===== src/verilog/flash_guard_defines.vh =====
// Opcodes, protection range and timing constants of the erase and write guard
`ifndef FLASH_GUARD_DEFINES_VH
`define FLASH_GUARD_DEFINES_VH

`define OP_BLOCK_ERASE_4K   8'h20
`define OP_BLOCK_ERASE_32A  8'h52
`define OP_BLOCK_ERASE_32B  8'hD8
`define OP_CHIP_ERASE_A     8'h60
`define OP_CHIP_ERASE_B     8'h62
`define OP_CHIP_ERASE_C     8'hC7
`define OP_WRITE_ENABLE     8'h06
`define OP_WRITE_DISABLE    8'h04
`define OP_WRITE_STATUS     8'h01

`define ADDR_WIDTH          24
`define PROTECT_TOP         24'h01FFFF
`define BLOCK4K_LOW_BITS    12
`define BLOCK32K_LOW_BITS   15

// Status byte written by the write-status command
`define STAT_PROTECT_POS    2
`define STAT_LOCK_POS       7
`define PROTECT_FACTORY     1'b0

// Erase times in microseconds, and the clock rate in MHz
`define CLK_MHZ             100
`define BLOCK_ERASE_US      1000
`define CHIP_ERASE_US       8000
`define BLOCK_ERASE_CYCLES  (`BLOCK_ERASE_US * `CLK_MHZ)
`define CHIP_ERASE_CYCLES   (`CHIP_ERASE_US * `CLK_MHZ)

`endif


===== src/verilog/spi_byte_shifter.v =====
// Serial-in byte shifter with pin synchronisers and frame edge detection
`timescale 1ns/1ps
module spi_byte_shifter (
    input  wire       ref_clk,
    input  wire       srst,
    input  wire       chipSelectN,
    input  wire       serialClk,
    input  wire       serialIn,
    output reg        frameStart,
    output reg        frameEnd,
    output reg        byteValid,
    output reg  [7:0] byteData,
    output reg        bitAligned
);
    reg [1:0] csSync_reg;
    reg [1:0] sckSync_reg;
    reg [1:0] sdiSync_reg;
    reg       csLast_reg;
    reg       sckLast_reg;
    reg [2:0] bitCount_reg;
    reg [6:0] shift_reg;
    wire      csLow   = ~csSync_reg[1];
    wire      sckRise = sckSync_reg[1] & ~sckLast_reg;

    ////////////////////////////////////////////////////////////////////////////
    always @(posedge ref_clk) begin
        if (srst) begin
            csSync_reg   <= 2'h3;
            sckSync_reg  <= 2'h0;
            sdiSync_reg  <= 2'h0;
            csLast_reg   <= 1'b1;
            sckLast_reg  <= 1'b0;
            bitCount_reg <= 3'h0;
            shift_reg    <= 7'h00;
            frameStart   <= 1'b0;
            frameEnd     <= 1'b0;
            byteValid    <= 1'b0;
            byteData     <= 8'h00;
            bitAligned   <= 1'b1;
        end else begin
            csSync_reg  <= {csSync_reg[0], chipSelectN};
            sckSync_reg <= {sckSync_reg[0], serialClk};
            sdiSync_reg <= {sdiSync_reg[0], serialIn};
            csLast_reg  <= csSync_reg[1];
            sckLast_reg <= sckSync_reg[1];
            frameStart  <= csLast_reg & csLow;
            frameEnd    <= ~csLast_reg & ~csLow;
            byteValid   <= 1'b0;
            if (csLast_reg & csLow) begin
                bitCount_reg <= 3'h0;
                bitAligned   <= 1'b1;
            end else if (csLow && sckRise) begin
                // Most significant bit arrives first
                shift_reg    <= {shift_reg[5:0], sdiSync_reg[1]};
                bitCount_reg <= bitCount_reg + 3'h1;
                bitAligned   <= (bitCount_reg == 3'h7);
                if (bitCount_reg == 3'h7) begin
                    byteValid <= 1'b1;
                    byteData  <= {shift_reg, sdiSync_reg[1]};
                end
            end
        end
    end
endmodule


===== src/verilog/flash_erase_guard.v =====
// Command decoder and erase sequencer guarding the array with the write latch
//
// Functional notes
// Opcode 20h erases 4 KB block; 52h or D8h erases 32 KB block.
// Block erase runs only with the write enable latch already set.
// Erase opcode plus three address bytes; extra bytes ignored; starts at deselect.
// Address bits below block size are ignored when choosing the block.
// Incomplete address or off-byte deselect aborts the block erase.
// Protected array: block erase skipped, back to idle at deselect.
// Aborted or protected block erase clears the write enable latch.
// Busy during a running erase; latch cleared before the erase ends.
// Host should poll busy rather than wait the full erase time.
// Each byte is verified after erase; failure sets the error flag.
// Opcodes 60h, 62h and C7h all mean chip erase.
// Chip erase takes no address; erases whole array at deselect.
// Bad opcode framing or protection skips chip erase; some cases clear latch.
// Erase and status write refused unless the latch was set beforehand.
// Opcode 06h sets the latch at deselect; trailing bytes ignored.
// Opcode 04h clears the latch at deselect; trailing bytes ignored.
// Bad framing of 06h or 04h leaves the latch unchanged.
// Protect bit set protects 00000h to 01FFFFh against erase.
// Protect bit changes only through the write-status command.
// Protect bit is nonvolatile and starts at the factory value zero. The code holds it in a flop that srst resets to zero.
// Protect bit updates may be locked by write-protect pin and lock bit.
// Lock holds when write-protect pin is low and lock bit is one.
// Bytes are shifted in MSB first on rising serial clock edges.
`timescale 1ns/1ps
`include "flash_guard_defines.vh"
module flash_erase_guard #(
    parameter BLOCK_ERASE_CYCLES = `BLOCK_ERASE_CYCLES,
    parameter CHIP_ERASE_CYCLES  = `CHIP_ERASE_CYCLES
) (
    input  wire                   ref_clk,
    input  wire                   srst,
    input  wire                   chipSelectN,
    input  wire                   serialClk,
    input  wire                   serialIn,
    input  wire                   writeProtectN,
    input  wire                   verifyFail,
    output reg                    writeEnableLatch,
    output reg                    arrayProtectBit,
    output reg                    protectLockBit,
    output reg                    eraseProgramErrorFlag,
    output reg                    busy,
    output reg                    eraseStart,
    output reg                    eraseChip,
    output reg  [`ADDR_WIDTH-1:0] eraseAddr,
    output reg                    eraseDone
);
    localparam ST_IDLE   = 2'h0;
    localparam ST_ERASE  = 2'h1;
    localparam ST_VERIFY = 2'h2;

    localparam CMD_NONE  = 3'h0;
    localparam CMD_BLK4  = 3'h1;
    localparam CMD_BLK32 = 3'h2;
    localparam CMD_CHIP  = 3'h3;
    localparam CMD_WREN  = 3'h4;
    localparam CMD_WRDI  = 3'h5;
    localparam CMD_WRSR  = 3'h6;

    wire       frameStart;
    wire       frameEnd;
    wire       byteValid;
    wire [7:0] byteData;
    wire       bitAligned;

    reg [1:0]  state_reg;
    reg [2:0]  cmd_reg;
    reg [2:0]  byteCount_reg;
    reg [23:0] addr_reg;
    reg [7:0]  statusByte_reg;
    reg [31:0] timer_reg;

    // Decoding shared by the opcode capture and nothing else would be a wire,
    // but the function keeps opcode groups in one place.
    function [2:0] decodeOp;
        input [7:0] op;
        begin
            if (op == `OP_BLOCK_ERASE_4K)
                decodeOp = CMD_BLK4;
            else if (op == `OP_BLOCK_ERASE_32A || op == `OP_BLOCK_ERASE_32B)
                decodeOp = CMD_BLK32;
            else if (op == `OP_CHIP_ERASE_A || op == `OP_CHIP_ERASE_B ||
                     op == `OP_CHIP_ERASE_C)
                decodeOp = CMD_CHIP;
            else if (op == `OP_WRITE_ENABLE)
                decodeOp = CMD_WREN;
            else if (op == `OP_WRITE_DISABLE)
                decodeOp = CMD_WRDI;
            else if (op == `OP_WRITE_STATUS)
                decodeOp = CMD_WRSR;
            else
                decodeOp = CMD_NONE;
        end
    endfunction

    spi_byte_shifter shifter (
        .ref_clk     (ref_clk),
        .srst        (srst),
        .chipSelectN (chipSelectN),
        .serialClk   (serialClk),
        .serialIn    (serialIn),
        .frameStart  (frameStart),
        .frameEnd    (frameEnd),
        .byteValid   (byteValid),
        .byteData    (byteData),
        .bitAligned  (bitAligned)
    );

    // Write-protect pin comes from outside the clock domain
    reg [1:0] wpSync_reg;
    always @(posedge ref_clk) begin
        if (srst)
            wpSync_reg <= 2'h3;
        else
            wpSync_reg <= {wpSync_reg[0], writeProtectN};
    end

    wire hwLocked  = ~wpSync_reg[1] & protectLockBit;
    wire addrFull  = (byteCount_reg >= 3'h4);
    wire opFull    = (byteCount_reg >= 3'h1);
    // Whole array lies inside the protected range, so any target is protected
    // Upper address bits wrap onto the array, so the compare would wrongly pass them
    wire regionProtected = arrayProtectBit;

    // Block base: low bits are forced to zero for the block size
    wire [23:0] blk4Base  = {addr_reg[23:`BLOCK4K_LOW_BITS],
                             {`BLOCK4K_LOW_BITS{1'b0}}};
    wire [23:0] blk32Base = {addr_reg[23:`BLOCK32K_LOW_BITS],
                             {`BLOCK32K_LOW_BITS{1'b0}}};

    ////////////////////////////////////////////////////////////////////////////
    // Frame capture: opcode, address and status byte
    always @(posedge ref_clk) begin
        if (srst) begin
            cmd_reg        <= CMD_NONE;
            byteCount_reg  <= 3'h0;
            addr_reg       <= 24'h000000;
            statusByte_reg <= 8'h00;
        end else if (frameStart) begin
            cmd_reg       <= CMD_NONE;
            byteCount_reg <= 3'h0;
        end else if (byteValid) begin
            if (byteCount_reg != 3'h7)
                byteCount_reg <= byteCount_reg + 3'h1;
            if (byteCount_reg == 3'h0)
                cmd_reg <= busy ? CMD_NONE : decodeOp(byteData);
            else if (byteCount_reg <= 3'h3)
                // Bytes past the third address byte are ignored
                addr_reg <= {addr_reg[15:0], byteData};
            if (byteCount_reg == 3'h1)
                statusByte_reg <= byteData;
        end
    end

    ////////////////////////////////////////////////////////////////////////////
    // Command completion at deselect, and the self-timed erase
    always @(posedge ref_clk) begin
        if (srst) begin
            state_reg             <= ST_IDLE;
            writeEnableLatch      <= 1'b0;
            // Nonvolatile bit modelled as a flop reset to its factory value
            arrayProtectBit       <= `PROTECT_FACTORY;
            protectLockBit        <= 1'b0;
            eraseProgramErrorFlag <= 1'b0;
            busy                  <= 1'b0;
            eraseStart            <= 1'b0;
            eraseChip             <= 1'b0;
            eraseAddr             <= 24'h000000;
            eraseDone             <= 1'b0;
            timer_reg             <= 32'h00000000;
        end else begin
            eraseStart <= 1'b0;
            eraseDone  <= 1'b0;
            case (state_reg)
            ST_IDLE: begin
                if (frameEnd) begin
                    case (cmd_reg)
                    CMD_BLK4, CMD_BLK32: begin
                        if (!addrFull || !bitAligned || regionProtected) begin
                            writeEnableLatch <= 1'b0;
                        end else if (writeEnableLatch) begin
                            state_reg  <= ST_ERASE;
                            busy       <= 1'b1;
                            eraseStart <= 1'b1;
                            eraseChip  <= 1'b0;
                            eraseAddr  <= (cmd_reg == CMD_BLK4) ? blk4Base
                                                                : blk32Base;
                            timer_reg  <= BLOCK_ERASE_CYCLES;
                        end
                    end
                    CMD_CHIP: begin
                        // Whole array is the target, so protection is the bit itself
                        if (!bitAligned || arrayProtectBit) begin
                            writeEnableLatch <= 1'b0;
                        end else if (writeEnableLatch && opFull) begin
                            state_reg  <= ST_ERASE;
                            busy       <= 1'b1;
                            eraseStart <= 1'b1;
                            eraseChip  <= 1'b1;
                            eraseAddr  <= 24'h000000;
                            timer_reg  <= CHIP_ERASE_CYCLES;
                        end
                    end
                    CMD_WREN: begin
                        if (bitAligned)
                            writeEnableLatch <= 1'b1;
                    end
                    CMD_WRDI: begin
                        if (bitAligned)
                            writeEnableLatch <= 1'b0;
                    end
                    CMD_WRSR: begin
                        // Only path that changes the protect bit
                        if (bitAligned && byteCount_reg >= 3'h2 &&
                                writeEnableLatch && !hwLocked) begin
                            arrayProtectBit  <= statusByte_reg[`STAT_PROTECT_POS];
                            protectLockBit   <= statusByte_reg[`STAT_LOCK_POS];
                            writeEnableLatch <= 1'b0;
                        end
                    end
                    default: begin
                    end
                    endcase
                end
            end
            ST_ERASE: begin
                // Latch drops early in the cycle so it is low well before done
                writeEnableLatch <= 1'b0;
                if (timer_reg <= 32'h00000001)
                    state_reg <= ST_VERIFY;
                else
                    timer_reg <= timer_reg - 32'h00000001;
            end
            ST_VERIFY: begin
                // Byte check result from the array decides the error flag
                eraseProgramErrorFlag <= verifyFail;
                busy      <= 1'b0;
                eraseDone <= 1'b1;
                state_reg <= ST_IDLE;
            end
            default: begin
                state_reg <= ST_IDLE;
            end
            endcase
        end
    end
endmodule


===== config.mk =====
export PLATFORM = sky130hd
export DESIGN_NAME = flash_erase_guard
export DESIGN_NICKNAME = d
export VERILOG_FILES = /design/src/verilog/spi_byte_shifter.v /design/src/verilog/flash_erase_guard.v
export VERILOG_INCLUDE_DIRS = /design/src /design/src/verilog
export SDC_FILE = /design/constraint.sdc
export NUM_CORES = 1
export LEC_CHECK = 0
export CORE_MARGIN = 2
export CORE_UTILIZATION = 57
export CTS_CLUSTER_DIAMETER = 40
export DETAILED_ROUTE_END_ITERATION = 12
export DONT_BUFFER_PORTS = 1
export PLACE_DENSITY = 0.78
export SKIP_CTS_REPAIR_TIMING = 1
export SYNTH_ARGS = -nofsm -noshare
export SYNTH_HDL_FRONTEND = slang
export SYNTH_SLANG_ARGS = --single-unit

===== constraint.sdc =====
create_clock -name ref_clk -period 2.4 [get_ports ref_clk]
set_input_delay 0.48 -clock ref_clk [delete_from_list [all_inputs] [get_ports ref_clk]]
set_output_delay 0.48 -clock ref_clk [all_outputs]
set_load 0.02 [all_outputs]

# [Word-level counts from Yosys, hierarchy flattened]
# Index checks and enable logic that the tools add are counted.
[word_totals] ff_bits=136 inputBits=7 word_cells=178
[classes] add_sub_neg=3 n_lt_le_gt_ge=5 n_eq_ne=38 muxes=54 bitwise=14 reduce_logical=36
[op_table] op="32-bit 2-to-1 mux" count=6
[op_table] op="32-bit case mux with 2 select lines" count=2
[op_table] op="24-bit 2-to-1 mux" count=4
[op_table] op="24-bit case mux with 2 select lines" count=1
[op_table] op="32-bit by 1-bit less-or-equal comparator with 1-bit output, second input constant" count=1
[op_table] op="32-bit by 1-bit subtractor with 32-bit output, second input constant" count=1
[op_table] op="8-bit by 7-bit == test with 1-bit output, second input constant" count=3
[op_table] op="3-bit inequality test, second input constant" count=8
[op_table] op="3-bit 2-to-1 mux" count=7
[op_table] op="7-bit AND reduction" count=3
[op_table] op="1-bit 2-to-1 mux" count=19
[op_table] op="8-bit by 3-bit == test with 1-bit output, second input constant" count=2
[op_table] op="8-bit == test, second input constant" count=2
[op_table] op="8-bit AND reduction" count=2
[op_table] op="15-bit 2-to-1 mux" count=1
[op_table] op="3-bit == test, second input constant" count=4
[op_table] op="2-bit 2-to-1 mux" count=6
[op_table] op="2-bit inequality test, second input constant" count=6
[op_table] op="1-bit inverter" count=10
[op_table] op="1-bit case mux with 2 select lines" count=5
[op_table] op="8-bit by 1-bit == test with 1-bit output, second input constant" count=1
[op_table] op="8-bit by 6-bit == test with 1-bit output, second input constant" count=1
[op_table] op="2-bit case mux with 2 select lines" count=2
[op_table] op="4-bit AND reduction" count=2
[op_table] op="other kinds (25)" count=51

# [Depth between registers and ports, before layout]
# Gate-level depths: netlist of run 1.
[depth] depth_word=8 mapped_depth=9 mapped_depth_nobuf=7

# [Hierarchy]
# From an unflattened synthesis of run 1, not the netlist that was laid out.
[hier_totals] hier_cells=603 area_unflattened_um2=5412.7
[modules_own_cells] mod="flash_erase_guard" instances=1 cells_per_inst=501 area_each_um2=4285.4
[modules_own_cells] mod="spi_byte_shifter" instances=1 cells_per_inst=102 area_each_um2=1127.3

# [Worst setup path before layout of run 1]
# No wires, ideal clock.
[synth_path] path_type="register to register" startpoint="reg timer_reg[8]" endpoint="reg timer_reg[22]" setup_time_ps=72 t_arrival_ps=2266 required_time_ps=2328 setup_slack_ps=62 stages_incl_launch_ff=7 n_path_buf=1 period_less_slack_ps=2338 path_cell_list="dfxtp_1 -> or4_4 -> or3_1 -> clkbuf_2 -> or3_4 -> a2111oi_4 -> mux2i_1"
[synth_between] elab_chain_len=3 word_cells_on_any_way=6 classes_between="add/sub: 1; order compare: 1; eq/ne: 1; mux: 2; reduce/logical: 1"
[synth_rtl] element="start, declared" line="flash_erase_guard.v:73" text="reg [31:0] timer_reg;"
[synth_rtl] element="start signal, assigned" line="flash_erase_guard.v:234" text="timer_reg <= timer_reg - 32'h00000001;"
[synth_rtl] element="32-bit by 1-bit less-or-equal comparator with 1-bit output or 32-bit by 1-bit subtractor with 32-bit output (tied branches)" line="flash_erase_guard.v:231, flash_erase_guard.v:234"
[synth_rtl] element="2-bit inequality test (no line) or 32-bit 2-to-1 mux (tied branches)"
[synth_rtl] element="8-bit AND reduction (no line) or 32-bit case mux with 2 select lines (tied branches)"
# Several ways; a longest one is shown, not always the timed one. The select of a mux whose other input is x is not followed.
# A chain may end at the register's enable or synchronous reset.

# [Worst setup path in the final report of run 1]
[layout_path] startpoint="reg timer_reg[9]" endpoint="reg timer_reg[22]"
# The elaborated chain is that of the path after synthesis.

==> impl_summary.txt, run 1 <==
----------------------------------------------------
[Outcome]
  Result of the run ... complete, no violations

[Clock network]
  CTS root buffer ... sky130_fd_sc_hd__clkbuf_8
  CTS tree ... built
  Total number of H-tree levels ... 4
  CTS Buffer Depth ... 2
  Inserted Clock Buffers ... 17
  Clock transition at the registers of the reported paths ... 0.06 ns
  Latest clock arrival within the worst-skew pair ... 0.54 ns
  CTS Sinks ... ~120

[Synthesis]
  Mapped Avg Cell Area ... between 8 and 9 um^2
  Top_reg_cell synth ... sky130_fd_sc_hd__dfxtp_1
  Synth Register Bits ... between 100 and 150
  Synthesized area ... 5510 um^2
  Number of enable flip-flop cells after synthesis ... 0
  Cell taking the most area after synthesis ... sky130_fd_sc_hd__dfxtp_1
  Cell types with the highest counts after synthesis ... sky130_fd_sc_hd__dfxtp_1, sky130_fd_sc_hd__nor2_1, sky130_fd_sc_hd__nand2_1
  Share of synthesized area occupied by flip-flops and latches ... a little over two fifths
  Ys Warns ... 0
  Share of synthesized flip-flops with an asynchronous set or reset ... 0%
  Number of distinct library cells after synthesis ... 64
  Cells after synthesis ... between 600 and 700
  Share of the synthesized area in the top cell type ... approximately 43%
  Most frequent cell after synthesis ... sky130_fd_sc_hd__dfxtp_1
  Dominant cells by area after synthesis ... sky130_fd_sc_hd__dfxtp_1, sky130_fd_sc_hd__mux2i_1, sky130_fd_sc_hd__nor2_1, sky130_fd_sc_hd__nand2_1, sky130_fd_sc_hd__a21oi_1

[GRT]
  Number of antenna violations at the first check in global routing ... 0
  Pin count of the biggest net entering global routing ... 90
  Global-route wire length before repair ... about 22000 um
  Grt ovf ... 0
  Vias in the first global route ... 4700
  Global Route Usage Sum ... 27.3%

[Drt]
  Final routed wirelength across all metal layers ... 13500 um
  Antenna-violating nets left ... 0
  Via count of the routed design ... between 4000 and 5000
  Vias per std cell ... 6.01
  Count of TritonRoute iterations in the first routing pass ... 5
  Iter 0 DRT Violations ... approximately 350
  Detailed-route wire length per cell ... between 15 and 20 um
  # DRC ... 0

[Finish]
  Max FFs per register ... 32
  P&R area growth vs syn ... 18.0%
  Final design area excluding fillers ... 6500 um^2
  Number of diodes added for antenna fixing ... 0
  Share of cells above drive strength 1 ... 16.6%
  Final layout net count ... 677

[Floorplanning]
  Std cell rows ... 35
  Boundary pin count ... 39
  Horiz. Die Dim ... 102 um
  Die area ... around 10000 um^2
  Initial core utilization ... 59.1%
  Die Height ... between 100 and 150 um
  Core ar. ... 9330 um^2

[Worst hold path]
  Hold Crit Class ... primary input to register

[STA]
  Final count of hold timing violations ... 0
  Final critical delay including setup and external delays ... about 2.4 ns
  Final setup violation count ... 0
  Hold slack final ... 0.0203 ns
  Final Slew Violations ... 0
  Maximum clock rate ... roughly 430 MHz
  Worst-margin pin slew ... between 0.7 and 0.8 ns
  Worst clock skew on the final layout ... about 0.011 ns
  PnR worst setup slack ... approximately 0.050 ns
  Worst slew margin relative to its limit ... approximately 47%
  Unrepaired setup endpoints after global routing ... false
  Period utilization ... a little over nine tenths

[Power and ir drop]
  Clock power share ... a little under three fifths
  Ratio of total power to cell area ... between 600 and 700 nW/um^2
  Part of the total power dissipated in sequential elements ... about 43%
  Gate power share ... around 1.4%
  Standby leakage power ... roughly 2.7 nW
  Switching power as a share of total power ... 22.3%
  Internal power component ... between 0.003 and 0.004 W
  Net switching component of the power ... 0.00102 W
  VDD IR-drop max ... roughly 0.00059 V

[Setup path]
  WP data required ... 2.86 ns
  Crit start category ... register
  Data arrival time of the worst path ... 2.81 ns
  Kind of critical path ... register to register
  Crit-path max FO ... 6
  CP Capture Type ... register

[Placement]
  RD Place Congestion ... slightly above 1
  Worst Setup Slack post-DPL ... -0.0544 ns
  Total of buffers placed on input and output ports ... 0
  Post-detailed-placement half-perimeter wirelength ... 8680 um
  Area of placed instances ... 5840 um^2

[Run]
  Max cap viols ... 0

----------------------------------------------------
## cell type report
class                           instances  area [um^2]
Clock buffer                           20          445
Clock inverter                         12          143
Fill cell                             701         2820
Inverter                               12         45.0
Multi-Input combinational cell        462         2960
Sequential cell                       118         2360
Tap cell                              129          161
Timing Repair Buffer                   50          382
## cells in the final DEF (no fill, tap or decap), types with 9 or more instances in the layout
cell type and instances:
sky130_fd_sc_hd__nor4_1 10, sky130_fd_sc_hd__nand3_1 23, sky130_fd_sc_hd__inv_1 12, sky130_fd_sc_hd__o21ai_0 18, sky130_fd_sc_hd__nand2b_1 22, sky130_fd_sc_hd__ha_1 9
sky130_fd_sc_hd__nor2_1 70, sky130_fd_sc_hd__a21oi_1 41, sky130_fd_sc_hd__nor2b_1 10, sky130_fd_sc_hd__mux2i_1 52, sky130_fd_sc_hd__conb_1 12, sky130_fd_sc_hd__nand2_1 59
sky130_fd_sc_hd__nor3_1 11, sky130_fd_sc_hd__clkbuf_16 16, sky130_fd_sc_hd__buf_4 48, sky130_fd_sc_hd__dfxtp_1 116
## through the flow
step                util, %  power [W]  setup TNS (ns)  std cells
floorplan                 -    0.00210               0        644
CTS                    68.9    0.00457          -0.174        802
finish                 69.7    0.00455               0        803
global route           69.7    0.00467               0        803
detailed placement     62.6    0.00207         -0.0808        770
global placement       62.6    0.00207               0        770
## per-layer routing
metal	routed length (um)	GRT usage, %
met1	5640	32.7
met2	6500	44.4
met3	882	8.55
met4	453	13.8
met5	0	0
## power by group through the flow
stage	Combinational [W]	Clock, W	Sequential, W
after CTS	0.0000585	0.00254	0.00197
after global routing	0.0000684	0.00263	0.00197
after floorplan	0.0000825	0	0.00201
final	0.0000617	0.00252	0.00197
after global placement	0.0000557	0	0.00201
after detailed placement	0.0000580	0	0.00201
## worst paths after layout
path,startpoint,endpoint,slack (ns),cells after the start
hold / removal,srst,eraseChip,0.02,1
hold reg to reg,wpSync_reg[0],wpSync_reg[1],0.41,1
setup / recovery,timer_reg[9],timer_reg[22],0.05,5
setup reg to reg,timer_reg[9],timer_reg[22],0.05,5
## worst max-delay path: stages (launching register included)
cell	delay (ns)
sky130_fd_sc_hd__dfxtp_2	0.35
sky130_fd_sc_hd__or4_4	0.58
sky130_fd_sc_hd__or3_4	0.35
sky130_fd_sc_hd__or3_4	0.42
sky130_fd_sc_hd__a2111oi_4	0.34
sky130_fd_sc_hd__mux2i_1	0.24
## kinds of logic after synthesis
logic type | Yosys count | synth area share, %
xor+xnor | 3 | 0.477
other cells | 1 | 0.0680
mux | 52 | 9.44
simple gates | 267 | 25.3
flops | 118 | 42.9
buf+inv | 64 | 5.29
compound gates | 118 | 14.3
fa+ha+maj | 10 | 2.22
Note: power is estimated with default switching activity, not from simulation.
==> run 2, diff against run 1 <==
--- a/config.mk
+++ b/config.mk
@@ -6,12 +6,14 @@
 export SDC_FILE = /design/constraint.sdc
 export NUM_CORES = 1
 export LEC_CHECK = 0
+export CELL_PAD_IN_SITES_DETAIL_PLACEMENT = 1
+export CELL_PAD_IN_SITES_GLOBAL_PLACEMENT = 1
 export CORE_MARGIN = 2
-export CORE_UTILIZATION = 57
+export CORE_UTILIZATION = 44
 export CTS_CLUSTER_DIAMETER = 40
 export DETAILED_ROUTE_END_ITERATION = 12
 export DONT_BUFFER_PORTS = 1
-export PLACE_DENSITY = 0.78
+export PLACE_DENSITY = 0.79
 export SKIP_CTS_REPAIR_TIMING = 1
 export SYNTH_ARGS = -nofsm -noshare
 export SYNTH_HDL_FRONTEND = slang
==> constraint.sdc (replaced) <==
create_clock -name ref_clk -period 2.4 [get_ports ref_clk]
set_input_delay 0.72 -clock ref_clk [delete_from_list [all_inputs] [get_ports ref_clk]]
set_output_delay 0.72 -clock ref_clk [all_outputs]
set_load 0.02 [all_outputs]
==> run 2 against run 1 <==
  * Die area up 28%
  * Global-route usage decreased by 2.9 points
  * Worst setup slack gained 0.078 ns
  * Critical endpoint unchanged
==> impl_summary.txt, run 2 (synthesized netlist as in run 1, its figures left out) <==
----------------------------------------------------
[Clock network]
  CTS tree ... built
  CTS Buffer Depth ... 2 (unchanged)
  Clock transition at the registers of the reported paths ... 0.06 ns (about the same)
  CTS Sinks ... 118 (unchanged)
  Total number of H-tree levels ... 4 (unchanged)
  Inserted Clock Buffers ... 17 (unchanged)
  CTS root buffer ... sky130_fd_sc_hd__clkbuf_16
  Latest clock arrival within the worst-skew pair ... 0.43 ns (-0.11 ns)

[Drt]
  Final routed wirelength across all metal layers ... 15400 um (+15%)
  Count of TritonRoute iterations in the first routing pass ... 4 (-1)
  Detailed-route wire length per cell ... 18.3 um (+9.3%)
  Iter 0 DRT Violations ... 274 (-22%)
  Vias per std cell ... 5.68 (-5.4%)
  # DRC ... 0 (unchanged)
  Antenna-violating nets left ... 0 (unchanged)
  Via count of the routed design ... 4786 (-0.77%)

[Setup path]
  Data arrival time of the worst path ... 2.63 ns (-0.18 ns)
  Kind of critical path ... register to register
  Crit-path max FO ... 16 (+10)
  CP Capture Type ... register
  Crit start category ... register
  WP data required ... 2.75 ns (-0.11 ns)

[Placement]
  Post-detailed-placement half-perimeter wirelength ... 10300 um (+18%)
  RD Place Congestion ... 0.814 (-19%)
  Total of buffers placed on input and output ports ... 0 (unchanged)
  Area of placed instances ... 5890 um^2 (+0.84%)

[Floorplanning]
  Boundary pin count ... 39 (unchanged)
  Core ar. ... 12100 um^2 (+30%)
  Std cell rows ... 40 (+14%)
  Horiz. Die Dim ... 116 um (+13%)
  Die area ... 13400 um^2 (+28%)
  Initial core utilization ... 45.5% (-14 points)
  Die Height ... 116 um (+13%)

[GRT]
  Global-route wire length before repair ... 25400 um (+15%)
  Global Route Usage Sum ... 24.4% (-2.9 points)
  Number of antenna violations at the first check in global routing ... 0 (unchanged)
  Grt ovf ... 0 (unchanged)
  Vias in the first global route ... 5095 (+8.4%)
  Pin count of the biggest net entering global routing ... 90 (unchanged)

[Finish]
  Final layout net count ... 677 (unchanged)
  Most common library cell in the layout ignoring fill and taps ... sky130_fd_sc_hd__dfxtp_1
  Max FFs per register ... 32 (unchanged)
  Share of cells above drive strength 1 ... 16.5% (-0.15 points)
  Final standard cell utilization of the core ... 54.0% (-16 points)
  Final design area excluding fillers ... 6540 um^2 (+0.58%)
  Top library cells by usage in the layout, fill and taps aside ... sky130_fd_sc_hd__dfxtp_1, sky130_fd_sc_hd__nor2_1, sky130_fd_sc_hd__nand2_1
  P&R area growth vs syn ... 18.7%
  Number of diodes added for antenna fixing ... 0 (unchanged)

[Power and ir drop]
  Part of the total power dissipated in sequential elements ... 43.1% (-0.3 points)
  Clock power share ... 55.6% (+0.3 points)
  Switching power as a share of total power ... 21.5% (-0.84 points)
  Standby leakage power ... 2.72 nW (+0.94%)
  VDD IR-drop max ... 0.000550 V (-6.9%)
  Net switching component of the power ... 0.000984 W (-3.1%)
  Internal power component ... 0.00360 W (+1.8%)
  Gate power share ... 1.3% (about the same)
  Ratio of total power to cell area ... 700 nW/um^2 (about the same)

[STA]
  Final setup violation count ... 0 (unchanged)
  Worst clock skew on the final layout ... 0.00712 ns (-0.00425 ns)
  Worst-margin pin slew ... 0.706 ns (-0.0712 ns)
  Worst slew margin relative to its limit ... 52.3% (+5.4 points)
  Maximum clock rate ... 440 MHz (+3.4%)
  Period utilization ... 94.7% (-3.3 points)
  Final count of hold timing violations ... 0 (unchanged)
  Final critical delay including setup and external delays ... 2.27 ns (-0.0782 ns)
  Final Slew Violations ... 0 (unchanged)
  Unrepaired setup endpoints after global routing ... false

[Worst hold path]
  Hold Crit Class ... primary input to register

[Run]
  Max cap viols ... 0 (unchanged)

[Outcome]
  Result of the run ... complete, no violations

----------------------------------------------------
## run 2: final cells by class
class | count | area [um^2]
clock buffer | 22 | 474
clock inverter | 10 | 123
fill | 1431 | 5570
inverter | 12 | 45.0
multi-input combinational | 462 | 2950
sequential | 118 | 2360
tap | 168 | 210
timing repair buffer | 50 | 375
## run 2: power groups by stage
stage               combinational (W)  clock (W)  sequential [W]
floorplan                   0.0000825          0         0.00201
global placement            0.0000573          0         0.00201
detailed placement          0.0000596          0         0.00201
CTS                         0.0000601    0.00258         0.00197
global route                0.0000659    0.00269         0.00197
finish                      0.0000601    0.00255         0.00197
## run 2: worst paths after layout
check	from	endpoint	slack (ns)	cells after the start
setup / recovery	shifter.frameEnd	timer_reg[22]	0.13	6
hold / removal	srst	eraseChip	0.37	1
hold reg to reg	wpSync_reg[0]	wpSync_reg[1]	0.41	1
setup reg to reg	shifter.frameEnd	timer_reg[22]	0.13	6
## run 2: critical path, cell delays in order (launching register included)
cell and delay, ns:
sky130_fd_sc_hd__dfxtp_1 0.38, sky130_fd_sc_hd__or4b_1 0.49, sky130_fd_sc_hd__a211oi_2 0.28, sky130_fd_sc_hd__nand2_2 0.23, sky130_fd_sc_hd__buf_4 0.28, sky130_fd_sc_hd__a2111oi_4 0.33, sky130_fd_sc_hd__mux2i_1 0.21
## run 2: per-layer routing
layer | part of all wire [%] | up-vias | track usage [%]
met1 | 41 | 2368 | 26.1
li1 | - | 2301 | -
met5 | 0 | - | 0
met4 | 2.2 | 0 | 10.6
met3 | 3.7 | 30 | 6.64
met2 | 54 | 87 | 45.0
## run 2: through the flow
stage | power [W] | hold WS, ns | worst slack (ns) | TNS [ns] | instances
6_report | 0.00458 | 0.369 | 0.128 | 0 | 842
5_1_grt | 0.00472 | 0.356 | 0.0155 | 0 | 842
4_1_cts | 0.00461 | 0.362 | -0.0817 | -0.124 | 841
3_5_place_dp | 0.00207 | 0.405 | -0.0400 | -0.0400 | 809
3_3_place_gp | 0.00207 | 0.392 | 0.00000355 | 0 | 809
2_1_floorplan | 0.00210 | 0.389 | 0.0620 | 0 | 644
==> run 3, diff against run 2 <==
--- a/config.mk
+++ b/config.mk
@@ -14,6 +14,8 @@
 export DETAILED_ROUTE_END_ITERATION = 12
 export DONT_BUFFER_PORTS = 1
 export PLACE_DENSITY = 0.79
+export RECOVER_POWER = 100
+export REMOVE_ABC_BUFFERS = 1
 export SKIP_CTS_REPAIR_TIMING = 1
 export SYNTH_ARGS = -nofsm -noshare
 export SYNTH_HDL_FRONTEND = slang
==> run 3 against run 2 <==
  * Sequential power is essentially flat
  * Design area increased by 0.61%
  * Count of clock-buffer cells in the layout is 3 lower
  * Critical path depth grew 1
  * Register-to-register slack got worse by 0.08 ns
  * Hold slack worse by 0.0041 ns
  * Utilization grew 0.33 points
  * Clock power rose by 9.8%
  * Largest cell class unchanged
  * Largest power group unchanged
==> impl_summary.txt, run 3 (synthesized netlist as in run 1, its figures left out) <==
----------------------------------------------------
[Finish]
  Final layout net count ... 677 (unchanged)
  Final standard cell utilization of the core ... 54.3% (+0.33 points)
  P&R area growth vs syn ... 19.4%
  Most common library cell in the layout ignoring fill and taps ... sky130_fd_sc_hd__dfxtp_1
  Final design area excluding fillers ... 6580 um^2 (+0.61%)
  Max FFs per register ... 32 (unchanged)
  Share of cells above drive strength 1 ... 15.6% (-0.87 points)
  Top library cells by usage in the layout, fill and taps aside ... sky130_fd_sc_hd__dfxtp_1, sky130_fd_sc_hd__nor2_1, sky130_fd_sc_hd__nand2_1
  Number of diodes added for antenna fixing ... 0 (unchanged)

[Clock network]
  Latest clock arrival within the worst-skew pair ... 0.43 ns (about the same)
  CTS Buffer Depth ... 2 (unchanged)
  CTS tree ... built
  CTS Sinks ... 118 (unchanged)
  Total number of H-tree levels ... 4 (unchanged)
  Clock transition at the registers of the reported paths ... 0.05 ns (about the same)
  Inserted Clock Buffers ... 17 (unchanged)
  CTS root buffer ... sky130_fd_sc_hd__clkbuf_16

[Floorplanning]
  Std cell rows ... 40 (unchanged)
  Die Height ... 116 um (unchanged)
  Boundary pin count ... 39 (unchanged)
  Core ar. ... 12100 um^2 (unchanged)
  Die area ... 13400 um^2 (unchanged)
  Horiz. Die Dim ... 116 um (unchanged)
  Initial core utilization ... 45.5% (unchanged)

[Drt]
  Vias per std cell ... 5.70 (+0.29%)
  Final routed wirelength across all metal layers ... 15300 um (-0.78%)
  # DRC ... 0 (unchanged)
  Detailed-route wire length per cell ... 18.2 um (-0.66%)
  Iter 0 DRT Violations ... 225 (-18%)
  Count of TritonRoute iterations in the first routing pass ... 5 (+1)
  Via count of the routed design ... 4794 (+0.17%)
  Antenna-violating nets left ... 0 (unchanged)

[STA]
  Worst clock skew on the final layout ... 0.00761 ns (+0.000488 ns)
  Final setup violation count ... 0 (unchanged)
  Final critical delay including setup and external delays ... 2.35 ns (+0.0757 ns)
  Final count of hold timing violations ... 0 (unchanged)
  Final Slew Violations ... 0 (unchanged)
  Maximum clock rate ... 426 MHz (-3.2%)
  Period utilization ... 97.8% (+3.2 points)
  Worst slew margin relative to its limit ... 49.5% (-2.8 points)
  Worst-margin pin slew ... 0.754 ns (+0.0481 ns)

[Power and ir drop]
  Standby leakage power ... 2.71 nW (-0.21%)
  Ratio of total power to cell area ... 735 nW/um^2 (+4.9%)
  VDD IR-drop max ... 0.000898 V (+63%)

[Outcome]
  Result of the run ... complete, no violations

[Setup path]
  Worst R2R Start ... state_reg[1]
  Crit start category ... register
  Setup crit start ... state_reg[1]
  WP data required ... 2.71 ns (-0.04 ns)
  Data arrival time of the worst path ... 2.66 ns (+0.03 ns)
  Register-to-Register Setup Slack ... 0.05 ns (-0.08 ns)
  Kind of critical path ... register to register
  CP Capture Type ... register
  Crit-path max FO ... 14 (-2)

[Worst hold path]
  Min-Delay Startpoint ... srst
  Hold Crit Class ... primary input to register

[GRT]
  Global-route wire length before repair ... 25400 um (about the same)
  Pin count of the biggest net entering global routing ... 90 (unchanged)
  Global Route Usage Sum ... 24.5% (+0.060 points)
  Number of antenna violations at the first check in global routing ... 0 (unchanged)
  Vias in the first global route ... 5065 (-0.59%)
  Grt ovf ... 0 (unchanged)

[Placement]
  Area of placed instances ... 5900 um^2 (+0.21%)
  Post-detailed-placement half-perimeter wirelength ... 10300 um (+0.38%)
  Total of buffers placed on input and output ports ... 0 (unchanged)
  RD Place Congestion ... 0.853 (+4.9%)

[Run]
  Max cap viols ... 0 (unchanged)

----------------------------------------------------
==> run 3: final timing paths <==
check                                 to  depth (start not counted)
hold / removal    shifter.sdiSync_reg[0]                          1
setup reg to reg           timer_reg[21]                          7
setup / recovery           timer_reg[21]                          7
hold reg to reg    shifter.csSync_reg[1]                          1
==> run 3: power breakdown <==
group / internal, W / total, W / switching (W)
sequential: 0.00197 / 0.00197 / 0.00000466
clock: 0.00186 / 0.00280 / 0.000935
combinational: 0.0000189 / 0.0000644 / 0.0000455
==> run 3: layout make-up <==
class,count,area (um^2)
Fill cell,1426,5530
Multi-Input combinational cell,462,2960
Sequential cell,118,2360
Clock buffer,19,443
Timing Repair Buffer,50,362
Tap cell,168,210
Clock inverter,12,203
Inverter,12,45.0
==> run 3: critical path, stage by stage, from the launching register on <==
cell,delay (ns)
sky130_fd_sc_hd__dfxtp_1,0.30
sky130_fd_sc_hd__or4b_1,0.55
sky130_fd_sc_hd__a211oi_2,0.30
sky130_fd_sc_hd__buf_4,0.26
sky130_fd_sc_hd__and2_1,0.23
sky130_fd_sc_hd__buf_4,0.21
sky130_fd_sc_hd__nor2_1,0.07
sky130_fd_sc_hd__o31ai_1,0.31
==> run 3: per-layer routing <==
layer | part of all wire, % | track usage (%) | routed length [um]
met1 | 40 | 27.3 | 6180
met2 | 52 | 43.7 | 8000
met3 | 4.5 | 6.64 | 693
met4 | 2.9 | 10.6 | 447
met5 | 0 | 0 | 0
==> run 3: through the flow <==
stage	hold slack [ns]	setup TNS (ns)	std cells	setup WS, ns	total power (W)
final	0.365	0	841	0.0523	0.00483
after global routing	0.354	-0.0178	841	-0.0111	0.00497
after CTS	0.359	-0.0841	840	-0.0352	0.00487
after detailed placement	0.400	0	809	0.00897	0.00208
after global placement	0.394	0	809	0.105	0.00207
after floorplan	0.389	-22.90	592	-0.681	0.00206
